--- src/acps_consts.vh ---
// constants for the active clamp pwm sequencer: offsets, fields, resets, levels
`ifndef ACPS_CONSTS_VH
`define ACPS_CONSTS_VH

// register byte offsets on the ahb-lite bus
`define ACPS_OFF_CTRL      8'h00
`define ACPS_OFF_CHARGE    8'h04
`define ACPS_OFF_DISCH     8'h08
`define ACPS_OFF_SSDIV     8'h0C
`define ACPS_OFF_STATUS    8'h10
`define ACPS_OFF_IRQ_STAT  8'h14
`define ACPS_OFF_IRQ_MASK  8'h18

// field positions
`define ACPS_CTRL_EN_BIT   0
`define ACPS_ST_STATE_LSB  0
`define ACPS_ST_MAIN_BIT   2
`define ACPS_ST_CLAMP_BIT  3
`define ACPS_ST_SYNC_BIT   4
`define ACPS_ST_SS_LSB     16
`define ACPS_EV_OV_BIT     0
`define ACPS_EV_UV_BIT     1
`define ACPS_EV_RESTART_BIT 2
`define ACPS_EV_SYNC_BIT   3

// reset values
`define ACPS_RST_CTRL      1'h0
`define ACPS_RST_CHARGE    16'h0050
`define ACPS_RST_DISCH     16'h0014
`define ACPS_RST_SSDIV     16'h0005
`define ACPS_RST_MASK      4'h0

// soft-start level in millivolts
`define ACPS_SS_STOP_MV    16'h09C4
`define ACPS_SS_RESTART_MV 16'h01F4
`define ACPS_SS_MAX_MV     16'h1388

`endif

--- src/acps_top.v ---
// active clamp pwm sequencer: oscillator, soft-start/stop, faults, ahb regs
`timescale 1ns/1ps
`include "acps_consts.vh"

module acps_top #(
  parameter CW = 16
) (
  // clock and reset
  input  wire        MCLK,
  input  wire        RST,
  // ahb-lite slave
  input  wire        HSEL,
  input  wire [31:0] HADDR,
  input  wire [1:0]  HTRANS,
  input  wire        HWRITE,
  input  wire [2:0]  HSIZE,
  input  wire [31:0] HWDATA,
  input  wire        HREADY,
  output reg  [31:0] HRDATA,
  output reg         HREADYOUT,
  output reg         HRESP,
  // comparator and sync pins, asynchronous to mclk
  input  wire        SYNC_IN,
  input  wire        BIAS_LOCKOUT,
  input  wire        LINE_LOW_FAULT,
  input  wire        LINE_HIGH_FAULT,
  input  wire        FEEDBACK_LEVEL_LOW,
  input  wire        CURRENT_TRIP,
  // gate drives and interrupt
  output reg         MAIN_OUT,
  output reg         CLAMP_OUT,
  output reg         IRQ
);

  localparam ST_OFF  = 2'b00;
  localparam ST_RUN  = 2'b01;
  localparam ST_STOP = 2'b10;
  localparam ST_OV   = 2'b11;
  localparam NPIN    = 6;

  // two-flop synchronisers for every pin input
  reg  [NPIN-1:0] meta_q;
  reg  [NPIN-1:0] pin_q;
  wire [NPIN-1:0] pin_raw;
  assign pin_raw = {CURRENT_TRIP, FEEDBACK_LEVEL_LOW, LINE_HIGH_FAULT,
                    LINE_LOW_FAULT, BIAS_LOCKOUT, SYNC_IN};
  genvar g;
  generate
    for (g = 0; g < NPIN; g = g + 1) begin : g_sync
      always @(posedge MCLK) begin
        if (RST) begin
          meta_q[g] <= 1'b0;
          pin_q[g]  <= 1'b0;
        end else begin
          meta_q[g] <= pin_raw[g];
          pin_q[g]  <= meta_q[g];
        end
      end
    end
  endgenerate

  wire sync_lvl  = pin_q[0];
  wire bias_lock = pin_q[1];
  wire line_low  = pin_q[2];
  wire line_high = pin_q[3];
  wire fb_low    = pin_q[4];
  wire cur_trip  = pin_q[5];

  // sync edge detect on the synchronised level only
  reg  sync_d1_q;
  wire sync_rise = sync_lvl & ~sync_d1_q;
  always @(posedge MCLK) begin
    if (RST)
      sync_d1_q <= 1'b0;
    else
      sync_d1_q <= sync_lvl;
  end

  // software registers
  reg          en_q;
  reg [CW-1:0] charge_q;
  reg [CW-1:0] disch_q;
  reg [15:0]   ssdiv_q;
  reg [3:0]    irq_stat_q;
  reg [3:0]    irq_mask_q;

  // ahb address phase capture
  reg        dp_wr_q;
  reg [7:0]  dp_addr_q;
  wire       ap_valid = HSEL & HTRANS[1] & HREADY;
  wire       wr_now   = dp_wr_q;

  // soft-start and state
  reg [1:0]  state_q;
  reg [1:0]  state_d;
  reg [15:0] ss_q;
  reg [15:0] ss_div_cnt_q;
  wire       ss_tick = (ss_div_cnt_q >= ssdiv_q);

  // oscillator ramp
  reg          charging_q;
  reg          flat_q;
  reg [CW-1:0] ramp_cnt_q;
  reg          cyc_pulsed_q;
  reg          main_d;
  reg          clamp_d;

  // events for the interrupt status
  reg  [3:0] ev;

  // state machine: line low soft-stops, line high hard-stops
  always @* begin
    state_d = state_q;
    case (state_q)
      ST_OFF: begin
        if (line_high)
          state_d = ST_OV;
        else if (en_q && !bias_lock && !line_low &&
                 ss_q <= `ACPS_SS_RESTART_MV)
          state_d = ST_RUN;
      end
      ST_RUN: begin
        if (line_high)
          state_d = ST_OV;
        else if (line_low)
          state_d = ST_STOP;
        else if (!en_q || bias_lock)
          state_d = ST_OFF;
      end
      ST_STOP: begin
        if (line_high)
          state_d = ST_OV;
        else if (ss_q <= `ACPS_SS_RESTART_MV)
          state_d = ST_OFF;
      end
      ST_OV: begin
        if (!line_high && ss_q <= `ACPS_SS_RESTART_MV)
          state_d = ST_OFF;
      end
      default: state_d = ST_OFF;
    endcase
  end

  // state register and event strobes
  always @(posedge MCLK) begin
    if (RST)
      state_q <= ST_OFF;
    else
      state_q <= state_d;
  end

  always @* begin
    ev = 4'h0;
    ev[`ACPS_EV_OV_BIT]      = (state_d == ST_OV) && (state_q != ST_OV);
    ev[`ACPS_EV_UV_BIT]      = (state_d == ST_STOP) && (state_q != ST_STOP);
    ev[`ACPS_EV_RESTART_BIT] = (state_d == ST_RUN) && (state_q != ST_RUN);
    ev[`ACPS_EV_SYNC_BIT]    = sync_rise;
  end

  // soft-start level: ramps up in run, down at the same rate everywhere else
  always @(posedge MCLK) begin
    if (RST) begin
      ss_q         <= 16'h0000;
      ss_div_cnt_q <= 16'h0000;
    end else begin
      if (ss_tick)
        ss_div_cnt_q <= 16'h0000;
      else
        ss_div_cnt_q <= ss_div_cnt_q + 16'h0001;
      if (ss_tick) begin
        if (state_q == ST_RUN) begin
          if (ss_q < `ACPS_SS_MAX_MV)
            ss_q <= ss_q + 16'h0001;
        end else if (ss_q != 16'h0000) begin
          ss_q <= ss_q - 16'h0001;
        end
      end
    end
  end

  // pulses allowed only in run or soft-stop, with no line high, bias lockout or feedback low, and ss at or above the stop level
  // a line high fault gates off at once, without waiting for the state
  wire pulse_ok = ((state_q == ST_RUN) || (state_q == ST_STOP)) &&
                  !line_high &&
                  !bias_lock && !fb_low &&
                  (ss_q >= `ACPS_SS_STOP_MV);

  // ramp counter; a sync edge jumps straight into discharge
  always @(posedge MCLK) begin
    if (RST) begin
      charging_q <= 1'b1;
      flat_q     <= 1'b0;
      ramp_cnt_q <= {CW{1'b0}};
    end else if (charging_q) begin
      if (sync_rise || ramp_cnt_q + 1'b1 >= charge_q) begin
        charging_q <= 1'b0;
        ramp_cnt_q <= {CW{1'b0}};
      end else begin
        ramp_cnt_q <= ramp_cnt_q + 1'b1;
      end
    end else if (ramp_cnt_q + 1'b1 >= disch_q) begin
      // valley reached: a sync level still high holds the ramp flat
      if (sync_lvl) begin
        flat_q <= 1'b1;
      end else begin
        flat_q     <= 1'b0;
        charging_q <= 1'b1;
        ramp_cnt_q <= {CW{1'b0}};
      end
    end else begin
      ramp_cnt_q <= ramp_cnt_q + 1'b1;
    end
  end

  wire charge_start = !charging_q && !sync_lvl &&
                      (ramp_cnt_q + 1'b1 >= disch_q);
  // last charge count: main must already be low when discharge begins
  wire charge_end = charging_q && (ramp_cnt_q + 1'b1 >= charge_q);

  // gate decisions; main only within charge, clamp only after a main pulse
  always @* begin
    main_d  = MAIN_OUT;
    clamp_d = 1'b0;
    if (!pulse_ok || !charging_q || cur_trip) begin
      main_d = 1'b0;
    end
    if (charge_start) begin
      main_d = 1'b0;
    end else if (charging_q && ramp_cnt_q == {CW{1'b0}} && !MAIN_OUT &&
                 !cyc_pulsed_q) begin
      main_d = pulse_ok && !cur_trip;
    end
    // last charge count or a sync edge: main is low before discharge starts
    if (sync_rise || charge_end)
      main_d = 1'b0;
    clamp_d = cyc_pulsed_q && !main_d && !MAIN_OUT && !flat_q &&
              !charging_q && pulse_ok;
  end

  // per-cycle memory of whether the main pulse fired
  always @(posedge MCLK) begin
    if (RST)
      cyc_pulsed_q <= 1'b0;
    else if (charge_start)
      cyc_pulsed_q <= 1'b0;
    else if (main_d)
      cyc_pulsed_q <= 1'b1;
  end

  // gate outputs straight from flops
  always @(posedge MCLK) begin
    if (RST) begin
      MAIN_OUT  <= 1'b0;
      CLAMP_OUT <= 1'b0;
    end else begin
      MAIN_OUT  <= main_d;
      CLAMP_OUT <= clamp_d & ~main_d;
    end
  end

  // ahb data phase bookkeeping; zero wait states, always okay
  always @(posedge MCLK) begin
    if (RST) begin
      dp_wr_q   <= 1'b0;
      dp_addr_q <= 8'h00;
      HREADYOUT <= 1'b1;
      HRESP     <= 1'b0;
    end else begin
      HREADYOUT <= 1'b1;
      HRESP     <= 1'b0;
      if (HREADY) begin
        dp_wr_q   <= ap_valid & HWRITE;
        dp_addr_q <= HADDR[7:0];
      end
    end
  end

  // register writes; hardware set wins over write-one-to-clear
  always @(posedge MCLK) begin
    if (RST) begin
      en_q       <= `ACPS_RST_CTRL;
      charge_q   <= `ACPS_RST_CHARGE;
      disch_q    <= `ACPS_RST_DISCH;
      ssdiv_q    <= `ACPS_RST_SSDIV;
      irq_mask_q <= `ACPS_RST_MASK;
      irq_stat_q <= 4'h0;
    end else begin
      if (wr_now) begin
        case (dp_addr_q)
          `ACPS_OFF_CTRL:     en_q       <= HWDATA[`ACPS_CTRL_EN_BIT];
          `ACPS_OFF_CHARGE:   charge_q   <= HWDATA[CW-1:0];
          `ACPS_OFF_DISCH:    disch_q    <= HWDATA[CW-1:0];
          `ACPS_OFF_SSDIV:    ssdiv_q    <= HWDATA[15:0];
          `ACPS_OFF_IRQ_MASK: irq_mask_q <= HWDATA[3:0];
          default: ;
        endcase
      end
      if (wr_now && dp_addr_q == `ACPS_OFF_IRQ_STAT)
        irq_stat_q <= (irq_stat_q & ~HWDATA[3:0]) | ev;
      else
        irq_stat_q <= irq_stat_q | ev;
    end
  end

  // read data registered in the address phase, valid in the data phase
  reg [31:0] rd_d;
  always @* begin
    rd_d = 32'h0000_0000;
    case (HADDR[7:0])
      `ACPS_OFF_CTRL:     rd_d[`ACPS_CTRL_EN_BIT] = en_q;
      `ACPS_OFF_CHARGE:   rd_d[CW-1:0] = charge_q;
      `ACPS_OFF_DISCH:    rd_d[CW-1:0] = disch_q;
      `ACPS_OFF_SSDIV:    rd_d[15:0] = ssdiv_q;
      `ACPS_OFF_STATUS: begin
        rd_d[`ACPS_ST_STATE_LSB+1:`ACPS_ST_STATE_LSB] = state_q;
        rd_d[`ACPS_ST_MAIN_BIT]  = MAIN_OUT;
        rd_d[`ACPS_ST_CLAMP_BIT] = CLAMP_OUT;
        rd_d[`ACPS_ST_SYNC_BIT]  = sync_lvl;
        rd_d[`ACPS_ST_SS_LSB+15:`ACPS_ST_SS_LSB] = ss_q;
      end
      `ACPS_OFF_IRQ_STAT: rd_d[3:0] = irq_stat_q;
      `ACPS_OFF_IRQ_MASK: rd_d[3:0] = irq_mask_q;
      default: rd_d = 32'h0000_0000;
    endcase
  end

  // read data and interrupt level, both from flops
  always @(posedge MCLK) begin
    if (RST) begin
      HRDATA <= 32'h0000_0000;
      IRQ    <= 1'b0;
    end else begin
      if (ap_valid && !HWRITE)
        HRDATA <= rd_d;
      IRQ <= |(irq_stat_q & irq_mask_q);
    end
  end

  // sync pins tied between parts give the same edge, duty stays local
  // each part keeps its own charge_q, so its duty limit is its own

endmodule

--- config.mk ---
export PLATFORM = sky130hd
export DESIGN_NAME = acps_top
export DESIGN_NICKNAME = d
export VERILOG_FILES = /design/src/acps_top.v
export VERILOG_INCLUDE_DIRS = /design/src
export SDC_FILE = /design/constraint.sdc
export NUM_CORES = 1
export LEC_CHECK = 0
export BUFFER_PORTS_ARGS = -buffer_cell sky130_fd_sc_hd__buf_2
export CORE_MARGIN = 4
export CORE_UTILIZATION = 45
export DETAILED_ROUTE_END_ITERATION = 10
export GPL_TIMING_DRIVEN = 0
export PLACE_DENSITY = 0.69
export SYNTH_ARGS = -nofsm -noshare
export SYNTH_HDL_FRONTEND = slang
export SYNTH_SLANG_ARGS = --single-unit
--- constraint.sdc ---
create_clock -name MCLK -period 6.1 [get_ports MCLK]
set_input_delay 1.22 -clock MCLK [delete_from_list [all_inputs] [get_ports MCLK]]
set_output_delay 1.22 -clock MCLK [all_outputs]
set_load 0.05 [all_outputs]
## Word-level counts from Yosys, hierarchy flattened

Cells that the tools add are included.

- Bits in writable memories: 0
- Output and inout bits: 37
- Bits in read-only memories: 0
- Latch bits: 0
- Flip-flop bits (word level): 167
- Memories: 0

- Bitwise logic cells: 13
- $lt $le $gt $ge: 6
- Multiply operators: 0
- Shift-type cells: 0
- Div/mod/pow operators: 0
- Reduce and logical (&&, ||, !) cells: 61
- Add/subtract/negate cells: 4
- Mux-type cells: 31
- Equality and inequality tests: 22

Operators with widths:

| kind | number |
|---|---|
| $mux 16 | 8 |
| $add 16x1->16 const B | 3 |
| $ge 16x16->1 | 3 |
| $eq 8x5->1 const B | 5 |
| $pmux 11 s3 | 1 |
| $eq 8x4->1 const B | 4 |
| $logic_and 1x1->1 | 25 |
| $pmux 3 s6 | 1 |
| $eq 8x3->1 const B | 2 |
| $ge 16x12->1 const B | 1 |
| $le 16x9->1 const B | 1 |
| $logic_not 16->1 | 1 |
| $logic_not 8->1 | 2 |
| $lt 16x13->1 const B | 1 |
| $mux 2 | 8 |
| $reduce_bool 16->1 | 1 |
| $sub 16x1->16 const B | 1 |
| $logic_not 1->1 | 14 |
| $reduce_and 2->1 | 6 |
| $mux 1 | 9 |
| $and 4x4->4 | 2 |
| $eq 2x2->1 const B | 4 |
| $or 4x4->4 | 2 |
| $pmux 2 s4 | 1 |
| other kinds (16) | 31 |

## Depth between registers and ports, before layout

- Word-level depth: 20
- Depth in mapped cells: 17

## Worst setup path before layout

No wires, ideal clock.

- Kind: reg-to-reg
- From: reg ramp_cnt_q[0]
- To: reg ramp_cnt_q[4]
- Arrival time: 3.519 ns
- Path slack: 2.507 ns
- Clock period less this slack: 3.593 ns
- Stages on the path, launching flop included: 17
- Library setup time: 0.074 ns
- Data required time: 6.026 ns
- Cells stage by stage: dfxtp_1 > ha_1 > and3_1 > and3_1 > and3_1 > clkbuf_1 > and2_1 > or2_2 > ha_1 > a21o_1 > a21o_1 > a2111oi_0 > a21boi_0 > a311o_1 > clkbuf_1 > nand3_1 > a31oi_1

- Word-level cells in the longest chain between the ends: 5
- Elaborated cells on any way between the ends: 8
- Those cells by class: add/sub: 1; order compare: 2; eq/ne: 1; mux: 3; reduce/logical: 1

Ends and longest elaborated chain:

| what | line | text |
|---|---|---|
| from (decl) | acps_top.v:103 | `reg [CW-1:0] ramp_cnt_q;` |
| from (signal assigned) | acps_top.v:193 | `ramp_cnt_q <= {CW{1'b0}};` |
| from (signal assigned) | acps_top.v:197 | `ramp_cnt_q <= {CW{1'b0}};` |
| from (signal assigned) | acps_top.v:199 | `ramp_cnt_q <= ramp_cnt_q + 1'b1;` |
| $add 16x1->16 (*) | n/a |  |
| $ge 16x16->1 | acps_top.v:195 | `if (sync_rise \|\| ramp_cnt_q + 1'b1 >= charge_q) begin` |
| $logic_or 1x1->1 | acps_top.v:195 |  |
| $mux 16 | acps_top.v:195 |  |
| $mux 16 | acps_top.v:194 | `end else if (charging_q) begin` |

Mark *: on every way between the ends. The rest lies on a longest branch, timed or not.
A chain may end at the register's enable or synchronous reset.

## Worst setup path in the final report

Ends and elaborated chain as after synthesis.

==> results.md <==
* Clk pin slew, worst setup/hold paths at 0.07 ns
* Multi-input gate area at 5030 um^2
* Cell Pwr Density at between 200 and 250 nW/um^2
* Overall routing resource usage at a little over a fifth
* Routed vias/inst at 5.42
* Worst Hold Class: register to register
* Most used DFF post-synth: dfxtp_1
* Mapped cell area at about 9000 um^2
* Vias in the first global route at 7021
* Number of flops mapped to enable cells by yosys at 0
* Ys async rst share at 0%
* Critical Path RT at approximately 6.5 ns
* Pin count of the biggest net entering global routing at 19
* Worst hold slack at about 0.43 ns
* Syn Inst Count at around 1000
* Lkg Pwr at ~4.1 nW
* Max Cap Viol at 0
* Die Y at between 100 and 150 um
* Peak supply drop at roughly 190 uV
* CTS buffer count at 17
* GR Util met3 at under 10%
* CTS max path bufs at 2
* Setup Crit Path Kind: register to register
* RSZ-0062 raised after global routing: no
* Buffers added on ports at 67
* Switching share of power at around 26%
* Routed length per placed instance at approximately 17 um
* DP Area at roughly 9500 um^2
* Tmin final at ~4.4 ns
* Met2 usage at about a third
* Slew headroom at ~15%
* Die X at about 150 um
* Final net count at between 1000 and 1500
* Yosys top cell area share at a little under two fifths
* Net Switching at around 0.00064 W
* Seq pwr share at between 40 and 50%
* Fmax at roughly 230 MHz
* Synth top area cells: dfxtp_1 38%, ha_1 9.8%, mux2i_1 6.9%
* Worst Path Max Fanout at 10
* Register area at 3340 um^2
* Core Util, Final at a little over half
* Final period utilization at 71.7%
* DR vias at 7489
* Final Hold Vio Count at 0
* Post-CTS Setup Inserts at 0
* Critical path capture point type: register
* Clk sinks at approximately 170
* Yosys top cell by area: dfxtp_1
* Actual slew at the worst max-slew pin at between 1 and 1.5 ns
* Worst-Skew Late Latency at 0.44 ns
* Final wirelength at around 23000 um
* Final Max Slew Viols at 0
* Final ANT Viol Nets at 0
* Most frequent cells in the layout: 167 x dfxtp_1, 134 x nor2_1, 75 x nand2_1
* Initial Util at 46.5%
* Cell area after layout at roughly 10000 um^2
* Comb power frac at approximately 11%
* Post_cts resized at 0
* TritonCTS clock tree: done
* Critical Path Start Type: register
* Syn-to-layout area delta at 14.3%
* DPL Wire Length at ~18000 um
* Worst clock skew at a little over 0.009 ns
* Hold_buf cts at 0
* Grt total ovfl at 0
* H-tree depth at 4
* Warnings from Yosys at 0
* Synth Area per Inst at around 8.6 um^2
* I/O pins at ~120
* Core area at approximately 19000 um^2
* Setup TNS at 0 ns
* GR peak layer: met2
* #FFs+latches synth at 167
* Syn nets at about 1200
* Worst Path Arrival at between 4 and 5 ns
* GP Congestion at between 0.9 and 1
* Iteration-0 DRC Markers at around 400
* Endpoints failing setup at 0
* Wire length of the first global-routing pass at about 37000 um
* Clk root buf: clkbuf_16
* Status: completed
* Fillers at between 1500 and 2000
* Initial antenna violation count at 1
* Site Rows at 50
* Distinct cells, synth at 62
* Met1 Use GR at between 20% and 30%
* Die area at approximately 22000 um^2
* Drt pass-1 iters at 4
* Layout cells sized above 1 at between 10% and 20%
* # DRC at 0
* Commonest non-fill, non-tap cell in the layout: dfxtp_1
* Pint at around 0.0019 W
* Power share of the clock group at between 40% and 50%
* Sequential area share after synthesis at ~38%
## worst max-delay path: stages, from the launching register on
cell	delay, ns
dfxtp_1	0.44
ha_1	0.27
and3_1	0.20
and3_1	0.25
and3_1	0.17
clkbuf_1	0.21
nor2_1	0.08
or2_2	0.34
ha_1	0.19
a21o_1	0.18
a21o_1	0.16
a2111oi_0	0.59
a21boi_0	0.31
a311o_1	0.22
clkbuf_1	0.39
nand3_1	0.13
a31oi_1	0.18
## worst paths after layout
kind	from	to	slack [ns]	cells after the start
worst max-delay path	ramp_cnt_q[0]	ramp_cnt_q[4]	1.73	16
worst min-delay path	meta_q[4]	fb_low	0.43	1
worst max register to register	ramp_cnt_q[0]	ramp_cnt_q[4]	1.73	16
worst min register to register	meta_q[4]	fb_low	0.43	1
## layer usage
| metal | share of wire, % | vias up | wire [um] |
|---|---|---|---|
| met5 | 0 | - | 0 |
| met4 | 1.8 | 0 | 422 |
| met3 | 4.9 | 31 | 1120 |
| met2 | 46 | 168 | 10500 |
| met1 | 47 | 3497 | 10700 |
| li1 | - | 3793 | - |
## flip-flops by register name, summed over array words and instances (netlist names), 2 cells and up
signal,flops
HRDATA,32
charge_q,16
disch_q,16
dp_addr_q,8
irq_mask_q,4
irq_stat_q,4
meta_q,6
ramp_cnt_q,16
ss_div_cnt_q,16
ss_q,16
ssdiv_q,16
state_q,2
## cell families (layout without fill, tap and decap cells)
logic type	Yosys count	count (layout)	synth area share, %
AO/OA/AOI/OAI	216	216	16.6
XOR/XNOR	35	35	3.48
adder cells (fa/ha/maj)	70	70	10.0
buffers and inverters	113	212	4.94
flip-flops	167	167	37.9
multiplexers	65	65	7.70
other	2	3	0.0852
AND/OR/NAND/NOR	355	355	19.2
## area by class of cell
| class | count | share of cell area, % |
|---|---|---|
| antenna | 1 | 0.0249 |
| multi-input combinational | 743 | 50.0 |
| clock inverter | 11 | 1.23 |
| tap | 260 | 3.23 |
| buffer | 48 | 1.90 |
| inverter | 65 | 2.42 |
| clock buffer | 21 | 4.67 |
| timing repair buffer | 67 | 3.33 |
| sequential | 167 | 33.2 |
## cell usage after synthesis, types with 3 or more instances
library cell    n
a22oi_1        32
a2111oi_0       4
and3_1         15
nor2b_1        18
a21oi_1        46
nand4b_1        3
or2_2           4
and2_1          5
o21ai_0        39
a21boi_0        3
nand4_1        13
xnor2_1        19
nor4_1         11
a22o_1         11
a211o_1         4
nand2_1        75
nand2b_1       15
nor2_1        134
a31o_2          3
o21a_1          4
mux2i_1        61
ha_1           69
nand3_1        29
nand3b_1        4
a31oi_1        12
o211ai_1       14
nor3_1         14
xor2_1         16
inv_1          65
a32o_1          8
buf_2           3
a211oi_1        7
a21o_1         14
clkbuf_1       41
dfxtp_1       167
## stage by stage
stage	std cells	power (W)	worst slack [ns]
finish	1383	0.00250	1.73
global route	1383	0.00260	1.34
CTS	1382	0.00251	1.71
detailed placement	1350	0.00144	1.73
global placement	1350	0.00143	1.84
floorplan	1023	0.00136	2.51
## power by group through the flow
stage               Clock (W)  Combinational, W  Sequential [W]
floorplan                   0          0.000202         0.00116
global placement            0          0.000269         0.00116
detailed placement          0          0.000275         0.00116
CTS                   0.00110          0.000276         0.00114
global route          0.00115          0.000309         0.00114
finish                0.00109          0.000276         0.00114
Power figures use the tool's default switching activity.
